### src/shared/fzt_pkg.sv
/*
  Shared constants of the fan zone threshold logic: register offsets, reset values,
  field positions, special limit codes and the temperature range lookup.
  Assumes the SMBus slave engine outside presents decoded byte accesses to the block.
*/
package fzt_pkg;
  // Register offsets.
  localparam logic [7:0] ADDR_LOW1 = 8'h67;
  localparam logic [7:0] ADDR_LOW2 = 8'h68;
  localparam logic [7:0] ADDR_LOW3 = 8'h69;
  localparam logic [7:0] ADDR_ABS1 = 8'h6a;
  localparam logic [7:0] ADDR_ABS2 = 8'h6b;
  localparam logic [7:0] ADDR_ABS3 = 8'h6c;
  localparam logic [7:0] ADDR_HYST12 = 8'h6d;
  localparam logic [7:0] ADDR_HYST3 = 8'h6e;
  localparam logic [7:0] ADDR_XOR = 8'h6f;
  // Reset values.
  localparam logic [7:0] RST_LOW = 8'h5a;
  localparam logic [7:0] RST_ABS = 8'h64;
  localparam logic [7:0] RST_HYST12 = 8'h44;
  localparam logic [7:0] RST_HYST3 = 8'h40;
  localparam logic [7:0] RST_XOR = 8'h00;
  // Writable bits: the low nibble of the zone 3 register and bits 7:1 of the test register are reserved.
  localparam logic [7:0] MASK_HYST3 = 8'hf0;
  localparam logic [7:0] MASK_XOR = 8'h01;
  // Field positions.
  localparam int HYST_HI_LSB = 4;
  localparam int HYST_LO_LSB = 0;
  localparam int XOR_ON_BIT = 0;
  // Special codes.
  localparam logic [7:0] ABS_OFF_CODE = 8'h80;
  localparam logic [7:0] DUTY_FULL = 8'hff;
  localparam logic [7:0] DUTY_ZERO = 8'h00;
  // Degrees at which the ramp reaches full, per range code; fractions rounded up.
  localparam logic [15:0][7:0] RANGE_DEG = {
    8'h50, 8'h36, 8'h28, 8'h20, 8'h1b, 8'h14, 8'h10, 8'h0e,
    8'h0a, 8'h08, 8'h07, 8'h05, 8'h04, 8'h04, 8'h03, 8'h02};
endpackage

### src/fzt_top.sv
/*
  Zone threshold registers, per-zone fan decisions, the enabled-fans-full safety
  override and the XOR tree test mode.
  Assumes an SMBus slave engine outside hands over byte reads and writes, and that
  the global lock bit lives in the configuration register outside this block.
  Zone n steers PWM n.
  Assumes the range codes, minimum duties, mode selects and manual duties come from
  registers held elsewhere and stay steady between host writes.
  Every output is registered, so duties, the override flag and read data appear one
  clock after the inputs or the strobe that cause them.
  Limitation: the override has no latch of its own; it falls away one clock after the
  last breach clears, and any slow ramp-down is left to logic further along.
*/
`timescale 1ns/1ns
module fzt_top #(
  // Number of zones; the register map only has room for three.
  parameter int NZONE = 3
) (
  input wire logic i_clk,
  input wire logic i_reset_n,
  input wire logic [7:0] i_reg_addr,
  input wire logic i_reg_wr_en,
  input wire logic [7:0] i_reg_wr_data,
  input wire logic i_reg_rd_en,
  input wire logic i_lock,
  input wire logic [NZONE-1:0][7:0] i_zone_temp,
  input wire logic [NZONE-1:0][3:0] i_zone_range,
  input wire logic [NZONE-1:0][7:0] i_min_duty,
  input wire logic [NZONE-1:0] i_below_limit_min_select,
  input wire logic [NZONE-1:0] i_pwm_auto,
  input wire logic [NZONE-1:0] i_pwm_disabled,
  input wire logic [NZONE-1:0][7:0] i_manual_duty,
  input wire logic [4:0] i_voltage_id_inputs,
  input wire logic [3:0] i_tachometer_inputs,
  input wire logic [1:0] i_pwm23_pin_in,
  output logic [7:0] o_reg_rd_data,
  output logic [NZONE-1:0][7:0] o_pwm_duty,
  output logic o_full_speed,
  output logic o_xor_tree_test_on,
  output logic o_xor_out
);
  // The register set and outputs all live in one state record.
  typedef struct packed {
    // Low temperature limit per zone, signed degrees.
    logic [NZONE-1:0][7:0] low_limit;
    // Absolute limit per zone, signed degrees.
    logic [NZONE-1:0][7:0] abs_limit;
    // Shared hysteresis register of zones 1 and 2.
    logic [7:0] hyst12;
    // Hysteresis register of zone 3; only the upper nibble is kept.
    logic [7:0] hyst3;
    // Test register; only the enable bit is kept.
    logic [7:0] xor_ctl;
    // Read data captured on a read strobe.
    logic [7:0] rd_data;
    // Registered duty per PWM output.
    logic [NZONE-1:0][7:0] duty;
    // Registered safety override flag.
    logic full_speed;
    // Registered parity of the tree inputs.
    logic xor_out;
  } fzt_top_state_t;

  // Registered state and its next value.
  fzt_top_state_t st_r;
  fzt_top_state_t st_nxt;
  // Per-zone results of the decision slices.
  logic [NZONE-1:0] breach;
  logic [NZONE-1:0][7:0] zone_duty;
  // Hysteresis nibble of each zone, unpacked from the two registers.
  logic [NZONE-1:0][3:0] hyst;
  // Test mode bit and the write strobe gated by the lock.
  logic xor_tree_test_on;
  logic wr_ok;

  // The hysteresis register layout is fixed for three zones, so other counts are refused
  // while the design is elaborated rather than left to misbehave later.
  if (NZONE != 3) begin : g_bad_nzone
    $error("fzt_top supports exactly three zones");
  end

  // Nibble unpacking of the two hysteresis registers.
  // Zone 1 sits in the upper nibble of the shared register.
  assign hyst[0] = st_r.hyst12[fzt_pkg::HYST_HI_LSB +: 4];
  // Zone 2 sits in the lower nibble of the same register.
  assign hyst[1] = st_r.hyst12[fzt_pkg::HYST_LO_LSB +: 4];
  // Zone 3 has a register of its own; its lower nibble is reserved.
  assign hyst[2] = st_r.hyst3[fzt_pkg::HYST_HI_LSB +: 4];

  // Test mode follows the stored enable bit, not the write strobe.
  assign xor_tree_test_on = st_r.xor_ctl[fzt_pkg::XOR_ON_BIT];
  // Writes are dropped while locked, so a locked part keeps its limits.
  // The lock is a level from outside; reads stay open while it is set.
  assign wr_ok = i_reg_wr_en && !i_lock;

  // One zone decision slice per zone.
  // Each slice keeps its own fan-on latch; the override decision is made here
  // because a breach in one zone reaches every enabled output.
  for (genvar z = 0; z < NZONE; z++) begin : g_zone
    fzt_zone u_zone (
      .i_clk(i_clk),
      .i_reset_n(i_reset_n),
      .i_temp(i_zone_temp[z]),
      .i_low_limit(st_r.low_limit[z]),
      .i_abs_limit(st_r.abs_limit[z]),
      .i_hyst(hyst[z]),
      .i_range(i_zone_range[z]),
      .i_min_duty(i_min_duty[z]),
      .i_min_select(i_below_limit_min_select[z]),
      .o_breach(breach[z]),
      .o_duty(zone_duty[z])
    );
  end

  // Register writes, read mux, duty selection and the XOR tree.
  always_comb begin
    // Everything holds unless a branch below changes it.
    st_nxt = st_r;

    // Register writes; reserved bits are masked so they always read as zero.
    if (wr_ok) begin
      unique case (i_reg_addr)
        // Low temperature limits.
        fzt_pkg::ADDR_LOW1: st_nxt.low_limit[0] = i_reg_wr_data;
        fzt_pkg::ADDR_LOW2: st_nxt.low_limit[1] = i_reg_wr_data;
        fzt_pkg::ADDR_LOW3: st_nxt.low_limit[2] = i_reg_wr_data;
        // Absolute limits.
        fzt_pkg::ADDR_ABS1: st_nxt.abs_limit[0] = i_reg_wr_data;
        fzt_pkg::ADDR_ABS2: st_nxt.abs_limit[1] = i_reg_wr_data;
        fzt_pkg::ADDR_ABS3: st_nxt.abs_limit[2] = i_reg_wr_data;
        // Hysteresis registers; zone 3 keeps only its upper nibble.
        fzt_pkg::ADDR_HYST12: st_nxt.hyst12 = i_reg_wr_data;
        fzt_pkg::ADDR_HYST3: st_nxt.hyst3 = i_reg_wr_data & fzt_pkg::MASK_HYST3;
        // Test register; only the enable bit exists.
        fzt_pkg::ADDR_XOR: st_nxt.xor_ctl = i_reg_wr_data & fzt_pkg::MASK_XOR;
        default: st_nxt.xor_ctl = st_r.xor_ctl; // Other addresses belong elsewhere.
      endcase
    end

    // Read data is captured when asked for; unmapped offsets return zero.
    // A read and a write in the same cycle return the old value, since both use st_r.
    if (i_reg_rd_en) begin
      unique case (i_reg_addr)
        // Low temperature limits.
        fzt_pkg::ADDR_LOW1: st_nxt.rd_data = st_r.low_limit[0];
        fzt_pkg::ADDR_LOW2: st_nxt.rd_data = st_r.low_limit[1];
        fzt_pkg::ADDR_LOW3: st_nxt.rd_data = st_r.low_limit[2];
        // Absolute limits.
        fzt_pkg::ADDR_ABS1: st_nxt.rd_data = st_r.abs_limit[0];
        fzt_pkg::ADDR_ABS2: st_nxt.rd_data = st_r.abs_limit[1];
        fzt_pkg::ADDR_ABS3: st_nxt.rd_data = st_r.abs_limit[2];
        // Hysteresis registers, reserved bits already held at zero.
        fzt_pkg::ADDR_HYST12: st_nxt.rd_data = st_r.hyst12;
        fzt_pkg::ADDR_HYST3: st_nxt.rd_data = st_r.hyst3;
        // Test register.
        fzt_pkg::ADDR_XOR: st_nxt.rd_data = st_r.xor_ctl;
        default: st_nxt.rd_data = 8'h00;
      endcase
    end

    // Any breach, from any zone even one without a fan, forces every enabled fan full,
    // but only while at least one fan runs automatically.
    // A zone whose limit is coded as the off value never reports a breach.
    st_nxt.full_speed = (|breach) && (|i_pwm_auto);
    // Per-output duty, in order of precedence.
    for (int p = 0; p < NZONE; p++) begin
      if (i_pwm_disabled[p]) begin
        // A disabled output stays at zero, even under the override.
        st_nxt.duty[p] = fzt_pkg::DUTY_ZERO;
      end else if (st_nxt.full_speed) begin
        // Safety override, manual outputs included.
        st_nxt.duty[p] = fzt_pkg::DUTY_FULL;
      end else if (i_pwm_auto[p]) begin
        // Automatic mode follows the zone that steers this output.
        st_nxt.duty[p] = zone_duty[p];
      end else begin
        // Manual mode passes the host's duty straight through.
        st_nxt.duty[p] = i_manual_duty[p];
      end
    end

    // The tree only answers in test mode so normal operation sees a quiet pin.
    // The order of the inputs does not matter for a parity tree.
    // The two PWM pins are fed back from their pads, so a tester sees those pins too.
    if (xor_tree_test_on) begin
      st_nxt.xor_out = ^{i_voltage_id_inputs, i_tachometer_inputs, i_pwm23_pin_in};
    end else begin
      st_nxt.xor_out = 1'b0;
    end
  end

  // State register with the power-on register values.
  // Reset is synchronous, so a glitch between edges cannot disturb the registers.
  always_ff @(posedge i_clk) begin
    if (!i_reset_n) begin
      // Limits and hysteresis come up at their power-on values.
      st_r.low_limit <= {NZONE{fzt_pkg::RST_LOW}};
      st_r.abs_limit <= {NZONE{fzt_pkg::RST_ABS}};
      st_r.hyst12 <= fzt_pkg::RST_HYST12;
      st_r.hyst3 <= fzt_pkg::RST_HYST3;
      // Test mode starts off so a fresh part behaves normally.
      st_r.xor_ctl <= fzt_pkg::RST_XOR;
      // Read data and outputs start quiet; every fan output starts at zero duty.
      st_r.rd_data <= 8'h00;
      st_r.duty <= '0;
      st_r.full_speed <= 1'b0;
      st_r.xor_out <= 1'b0;
    end else begin
      st_r <= st_nxt;
    end
  end

  // Outputs straight from the state flip-flops.
  // No output passes through logic after its flip-flop, so nothing glitches at the pins.
  assign o_reg_rd_data = st_r.rd_data;
  assign o_pwm_duty = st_r.duty;
  // The override flag lets logic outside see why every enabled fan is running full.
  assign o_full_speed = st_r.full_speed;
  // The test bit is shown as stored, the same bit that gates the tree.
  assign o_xor_tree_test_on = st_r.xor_ctl[fzt_pkg::XOR_ON_BIT];
  assign o_xor_out = st_r.xor_out;
endmodule

### src/fzt_zone.sv
/*
  One temperature zone: hysteresis latch of the fan-on state, absolute limit test
  and automatic duty calculation.
  Assumes temperature, limits and minimum duty are stable inputs sampled on i_clk.
*/
`timescale 1ns/1ns
module fzt_zone (
  input wire logic i_clk,
  input wire logic i_reset_n,
  input wire logic [7:0] i_temp,
  input wire logic [7:0] i_low_limit,
  input wire logic [7:0] i_abs_limit,
  input wire logic [3:0] i_hyst,
  input wire logic [3:0] i_range,
  input wire logic [7:0] i_min_duty,
  input wire logic i_min_select,
  output logic o_breach,
  output logic [7:0] o_duty
);
  // The only state is whether the fan is running.
  typedef struct packed {
    logic fan_on;
  } fzt_zone_state_t;

  fzt_zone_state_t st_r;
  fzt_zone_state_t st_nxt;
  logic signed [9:0] temp_s;
  logic signed [9:0] low_s;
  logic signed [9:0] off_level;
  logic [7:0] delta;
  logic [7:0] span;
  logic [15:0] ramp;

  // Signed arithmetic in ten bits so limit minus hysteresis cannot wrap.
  assign temp_s = 10'(signed'(i_temp));
  assign low_s = 10'(signed'(i_low_limit));
  assign off_level = low_s - 10'(signed'({1'b0, i_hyst}));

  // Fan-on latch, duty and breach decision.
  always_comb begin
    st_nxt = st_r;
    delta = 8'(temp_s - low_s);
    span = 8'(fzt_pkg::DUTY_FULL - i_min_duty);
    ramp = 16'(span * delta) / 16'(fzt_pkg::RANGE_DEG[i_range]);
    if (temp_s >= low_s) begin
      st_nxt.fan_on = 1'b1;
    end else if (temp_s < off_level) begin
      st_nxt.fan_on = 1'b0;
    end
    if (temp_s >= low_s) begin
      // Duty climbs from the minimum and saturates once the range is covered.
      if (delta >= fzt_pkg::RANGE_DEG[i_range]) begin
        o_duty = fzt_pkg::DUTY_FULL;
      end else begin
        o_duty = 8'(i_min_duty + ramp[7:0]);
      end
    end else if (st_r.fan_on && temp_s >= off_level) begin
      o_duty = i_min_duty;
    end else begin
      o_duty = i_min_select ? i_min_duty : fzt_pkg::DUTY_ZERO;
    end
    // A limit coded as minus 128 never trips.
    o_breach = (i_abs_limit != fzt_pkg::ABS_OFF_CODE) &&
               (temp_s > 10'(signed'(i_abs_limit)));
  end

  // State register.
  always_ff @(posedge i_clk) begin
    if (!i_reset_n) begin
      st_r <= '0;
    end else begin
      st_r <= st_nxt;
    end
  end
endmodule

### config.mk
export PLATFORM = sky130hd
export DESIGN_NAME = fzt_top
export DESIGN_NICKNAME = d
export VERILOG_FILES = /design/src/shared/fzt_pkg.sv /design/src/fzt_top.sv /design/src/fzt_zone.sv
export SDC_FILE = /design/constraint.sdc
export NUM_CORES = 2
export LEC_CHECK = 0
export BUFFER_PORTS_ARGS = -buffer_cell sky130_fd_sc_hd__buf_2
export CORE_ASPECT_RATIO = 1.1
export CORE_MARGIN = 3
export CORE_UTILIZATION = 45
export DETAILED_ROUTE_END_ITERATION = 10
export PLACE_DENSITY = 0.6
export SLEW_MARGIN = 10
export SYNTH_ARGS = -nofsm -noshare
export SYNTH_HDL_FRONTEND = slang
export SYNTH_HIERARCHICAL = 1
export SYNTH_SLANG_ARGS = --single-unit
export TNS_END_PERCENT = 20
### constraint.sdc
create_clock -name i_clk -period 57.7 [get_ports i_clk]
set_clock_uncertainty 0.1 [all_clocks]
set_input_delay 5.77 -clock i_clk [delete_from_list [all_inputs] [get_ports i_clk]]
set_output_delay 5.77 -clock i_clk [all_outputs]
set_load 0.1 [all_outputs]
# --- Word level (Yosys, flattened, before mapping) ---
# Memory sizes are Yosys's and may differ from the RTL's.
# Cells that the tools add are included.
totals:
  mem_bits_ro: 384
  memories: 3
  out_inout_bits: 35
  input_bits: 125
  word_cells: 126
  ff_bits: 98
op_classes:
  n_div: 3
  n_lt_le_gt_ge: 18
  multipliers: 3
  bitwise_logic: 1
  n_reduce_logical: 28
  eq_ne: 12
  n_mux: 28
  addsub: 12
memory_table:
  columns: ["name", "words", "word_bits", "read_ports", "rd_ports_with_merged_regs", "wr", "line_no", "rtl"]
  rows:
  - ["(name not given)", 16, 8, 1, 0, 0, "fzt_zone.sv:44", "ramp = 16'(span * delta) / 16'(fzt_pkg::RANGE_DEG[i_range]);"]
  - ["(name not given)", 16, 8, 1, 0, 0, "fzt_zone.sv:44", null]
  - ["(name not given)", 16, 8, 1, 0, 0, "fzt_zone.sv:44", null]
op_table:
  columns: ["cell", "count"]
  rows:
  - ["$mux 8", 21]
  - ["$eq 8x7->1 const B", 9]
  - ["$pmux 8 s9", 1]
  - ["$div 16x8->16", 3]
  - ["$ge 8x8->1", 6]
  - ["$mul 8x8->16", 3]
  - ["$ge 8x9->1", 3]
  - ["$lt 8x9->1", 3]
  - ["$sub 8x5->9", 3]
  - ["$add 8x8->8", 3]
  - ["$gt 8x8->1", 3]
  - ["$ne 8x8->1 const B", 3]
  - ["$sub 8x8->8", 3]
  - ["$sub 8x8->8 const A", 3]
  - ["$reduce_and 2->1", 10]
  - ["$lt 4x5->1 const B", 3]
  - ["$reduce_xor 11->1", 1]
  - ["$logic_and 1x1->1", 8]
  - ["$mux 1", 6]
  - ["$reduce_bool 2->1", 3]
  - ["$reduce_or 2->1", 3]
  - ["$reduce_or 3->1", 2]
  - ["$logic_not 1->1", 1]
  - ["$not 1->1", 1]

# --- Longest topological paths before layout ---
depth:
  ltp_word: 8
  depth_mapped: 193
  depth_no_buf: 186

# --- Cells and area by module ---
# The synthesis kept the hierarchy.
modules_own_cells:
  columns: ["mod", "n_inst", "cells_each", "seq_area_each_um2", "area_each_um2"]
  rows:
  - ["fzt_zone (g_zone[1].u_zone)", 1, 1291, 20.0, 9486.6]
  - ["fzt_zone (g_zone[0].u_zone)", 1, 1210, 20.0, 9126.3]
  - ["fzt_zone (g_zone[2].u_zone)", 1, 1205, 20.0, 8964.8]
  - ["fzt_top", 1, 464, 1901.8, 4505.6]

# --- Worst setup path before layout ---
# OpenSTA, ideal clock, no wires.
synth_path:
  path_type: "input to register"
  startpoint: "in i_zone_temp[17] (netlist bit)"
  endpoint: "reg st_r (netlist bit o_pwm_duty[23])"
  slack_ns: 15.880
  arrival_ns: 41.574
  path_stages: 181
  path_buffers: 8
  setup_time_ns: 0.147
  required_ns: 57.453
  cell_sequence: "ha_1 > nor2b_1 > o21ai_0 > nand2b_1 > a21o_1 > a21o_1 > a21o_1 > a21oi_1 > xor2_1 > nor2_1 > fa_1 > fa_1 > fa_1 > inv_1 > fa_1 > inv_1 > ha_1 > and3_1 > [... 145 more ...] > nand2b_1 > a41o_1 > a311oi_1 > nand4_1 > or4_1 > ha_1 > a21o_1 > a21oi_1 > o21bai_1 > a21oi_1 > o21bai_1 > a21oi_1 > xnor2_1 > or2_2 > a21oi_1 > a311oi_1 > mux2i_1 > a21oi_1"
synth_lines:
  columns: ["item", "line_no", "rtl"]
  rows:
  - ["start, declared", "fzt_top.sv:26", "input wire logic [NZONE-1:0][7:0] i_zone_temp,"]
  - ["end signal, assigned", "fzt_top.sv:209", "st_r <= st_nxt;"]
  - ["end, declared", "fzt_top.sv:65", "fzt_top_state_t st_r;"]

==> impl_metrics.py <==
metrics = {
    "floorplanning": {
        "num_rows": 102,
        "die_w_um": 261,
        "core_area_um2": 70400,
        "io_pins": 160,
        "initial_utilization": 0.455,
        "die_y_um": 286,
        "die_area_um2": 74500,
    },
    "synthesis": {
        "yosysMostFrequentCell": "ha_1",
        "synth_common_cells": "ha_1, nor2_1, inv_1, a21oi_1, nand2_1",
        "synth_top_family_by_area": "adder cells",
        "synth-seq-cells": 98,
        "synthMuxAreaShare": 0.0692,
        "synthSimpleGateAreaFrac": 0.224,
        "synth.avg_cell_area_um2": 7.69,
        "async_flop_share": 0,
        "synth_area_leaders": "ha_1, fa_1, dfxtp_1",
        "yosysTopAreaCellShare": 0.208,
        "synth-seq-area-share": 0.0611,
        "synth_edf_count": 0,
        "syn_area_um2": 32100,
        "synth.distinct_cells": 136,
        "synth_top_cell_by_area": "ha_1",
        "synth_compound_area_frac": 0.250,
        "synthFlopType": "dfxtp_1",
        "synth-adder-area-share": 0.282,
        "synth_fp_nets": 4946,
        "synthXorXnorAreaFrac": 0.0496,
        "netlist_instances": 4170,
        "ys_warn_count": 6,
    },
    "status": {
        "status": "completed",
    },
    "global_route": {
        "antenna_found_initial": 8,
        "overflow": 0,
        "grt_pass1_vias": 28900,
        "grt_max_degree": 56,
        "grt_pass1_wl_mm": 145,
        "track_usage": 0.231,
    },
    "place": {
        "placed_cells": 5129,
        "port_buffers": 159,
        "hpwl_mm": 71.7,
        "gp_congestion": 0.895,
    },
    "clocking": {
        "cts.clk_slew.worst_paths_ns": 0.08,
        "clk_latency_ns": 0.37,
        "ctsHoldBuffers": 0,
        "cts_root_buf": "clkbuf_16",
        "cts_htree_levels": 3,
        "numCtsBuffers": 9,
        "cts_setup_buffers": 0,
        "clock-sinks": 98,
        "ctsResizeCount": 0,
        "clock_path_buffers": 2,
        "cts_tree": "done",
    },
    "route": {
        "finalWirelength_mm": 87.4,
        "viasPerCell": 5.84,
        "post-route-drc-count": 0,
        "firstDrtPassIters": 5,
        "ant_nets": 0,
        "drtIter0Drc": 1752,
        "vias": 30100,
        "wl_per_cell_um": 17.0,
    },
    "timing": {
        "final-max-slew-violation-count": 0,
        "final-setup-viol-count": 0,
        "fmax_ghz": 0.0211,
        "setup_tns_ns": 0,
        "worstMarginPinSlew_ns": 1.12,
        "grt_setup_unrepaired": "false",
        "layout_min_cycle_time_ns": 47.42,
        "fin_crit_sh": 0.822,
        "hold_viol_final": 0,
        "slew_headroom": 0.245,
    },
    "job": {
        "drv_cap": 0,
    },
    "setup_path": {
        "crit_required_ns": 57.90,
        "crit_top_cell": "o21a_1",
        "cp_slowest_cell": "xor2_1",
        "slowest_delay_ns": 0.78,
        "cp_top_family": "compound AO/OA/AOI/OAI gates",
        "arrival_ns": 47.63,
        "crit_fanout": 19,
        "crit_buf_inv": 4,
        "start_kind": "primary input",
        "crit_path_end_kind": "flop",
        "critPathKind": "primary input to flop",
    },
    "cells_and_area": {
        "drive_above_1_share": 0.109,
        "area_growth_pct": 5.11,
        "nets": 4980,
        "stdcell_count": 5151,
    },
    "worst_hold_path": {
        "hold_path_class": "flop to flop",
    },
}
routing by layer:
metal	up-vias	global-route usage	routed length [um]
met3	94	0.0324	4150
met2	538	0.398	40900
met1	14200	0.309	41000
met5	-	0	44
met4	8	0.0408	1390
li1	15300	-	-
cells in the final DEF, fill, tap and decap left out, types with 98 or more instances in the layout:
master,instances
buf_2,159
nand2_1,240
mux2i_1,109
a21oi_1,269
o21ai_0,149
fa_1,117
dfxtp_1,98
xnor2_1,126
o21a_1,149
a21o_1,106
nor2_1,479
nor3_1,144
inv_1,324
ha_1,534
final cells by class:
cell class,instances,area [um2]
Fill cell,7179,36700
Multi-Input combinational cell,3583,28100
Sequential cell,98,1960
Inverter,335,1260
Tap cell,936,1170
Timing Repair Buffer,177,931
Clock buffer,9,225
Clock inverter,7,76.3
Antenna cell,6,15.0
worst paths after layout:
| check | from | end | slack, ns | cells after the start |
|---|---|---|---|---|
| max | i_zone_temp[17] | o_pwm_duty[23] | 10.28 | 174 |
| min | o_reg_rd_data[6] | o_reg_rd_data[6] | 0.38 | 2 |
| max reg2reg | st_r[99] | o_pwm_duty[23] | 15.20 | 174 |
| min reg2reg | o_reg_rd_data[6] | o_reg_rd_data[6] | 0.38 | 2 |
state kept, by name, indices dropped and copies added (netlist names):
name and cells:
st_r 48, o_pwm_duty 24, hyst 12, o_reg_rd_data 8, g_zone.u_zone/st_r 3, o_full_speed 1
o_xor_out 1, o_xor_tree_test_on 1
per-stage QoR:
step / hold WS [ns] / utilization / setup WS (ns) / cell area (um2)
finish: 0.377 / 0.479 / 10.28 / 33700
global route: 0.408 / 0.478 / 6.61 / 33700
CTS: 0.377 / 0.478 / 10.35 / 33700
detailed placement: 0.355 / 0.474 / 10.15 / 33400
global placement: 0.349 / 0.474 / 10.27 / 33400
floorplan: 0.337 / - / 15.88 / 32100
logic make-up after synthesis:
logic type,Yosys count
fa+ha+maj,652
flops,98
simple gates,1424
compound gates,1128
buf+inv,489
xor+xnor,180
mux,199
worst min-delay path, delay by kind of cell (launching register included):
kind            cells  cell delay (ns)
flops               1             0.34
compound gates      2             0.12
Power is not shown: default switching activity piles up to over one toggle a cycle in this logic, so the estimate is an artifact.
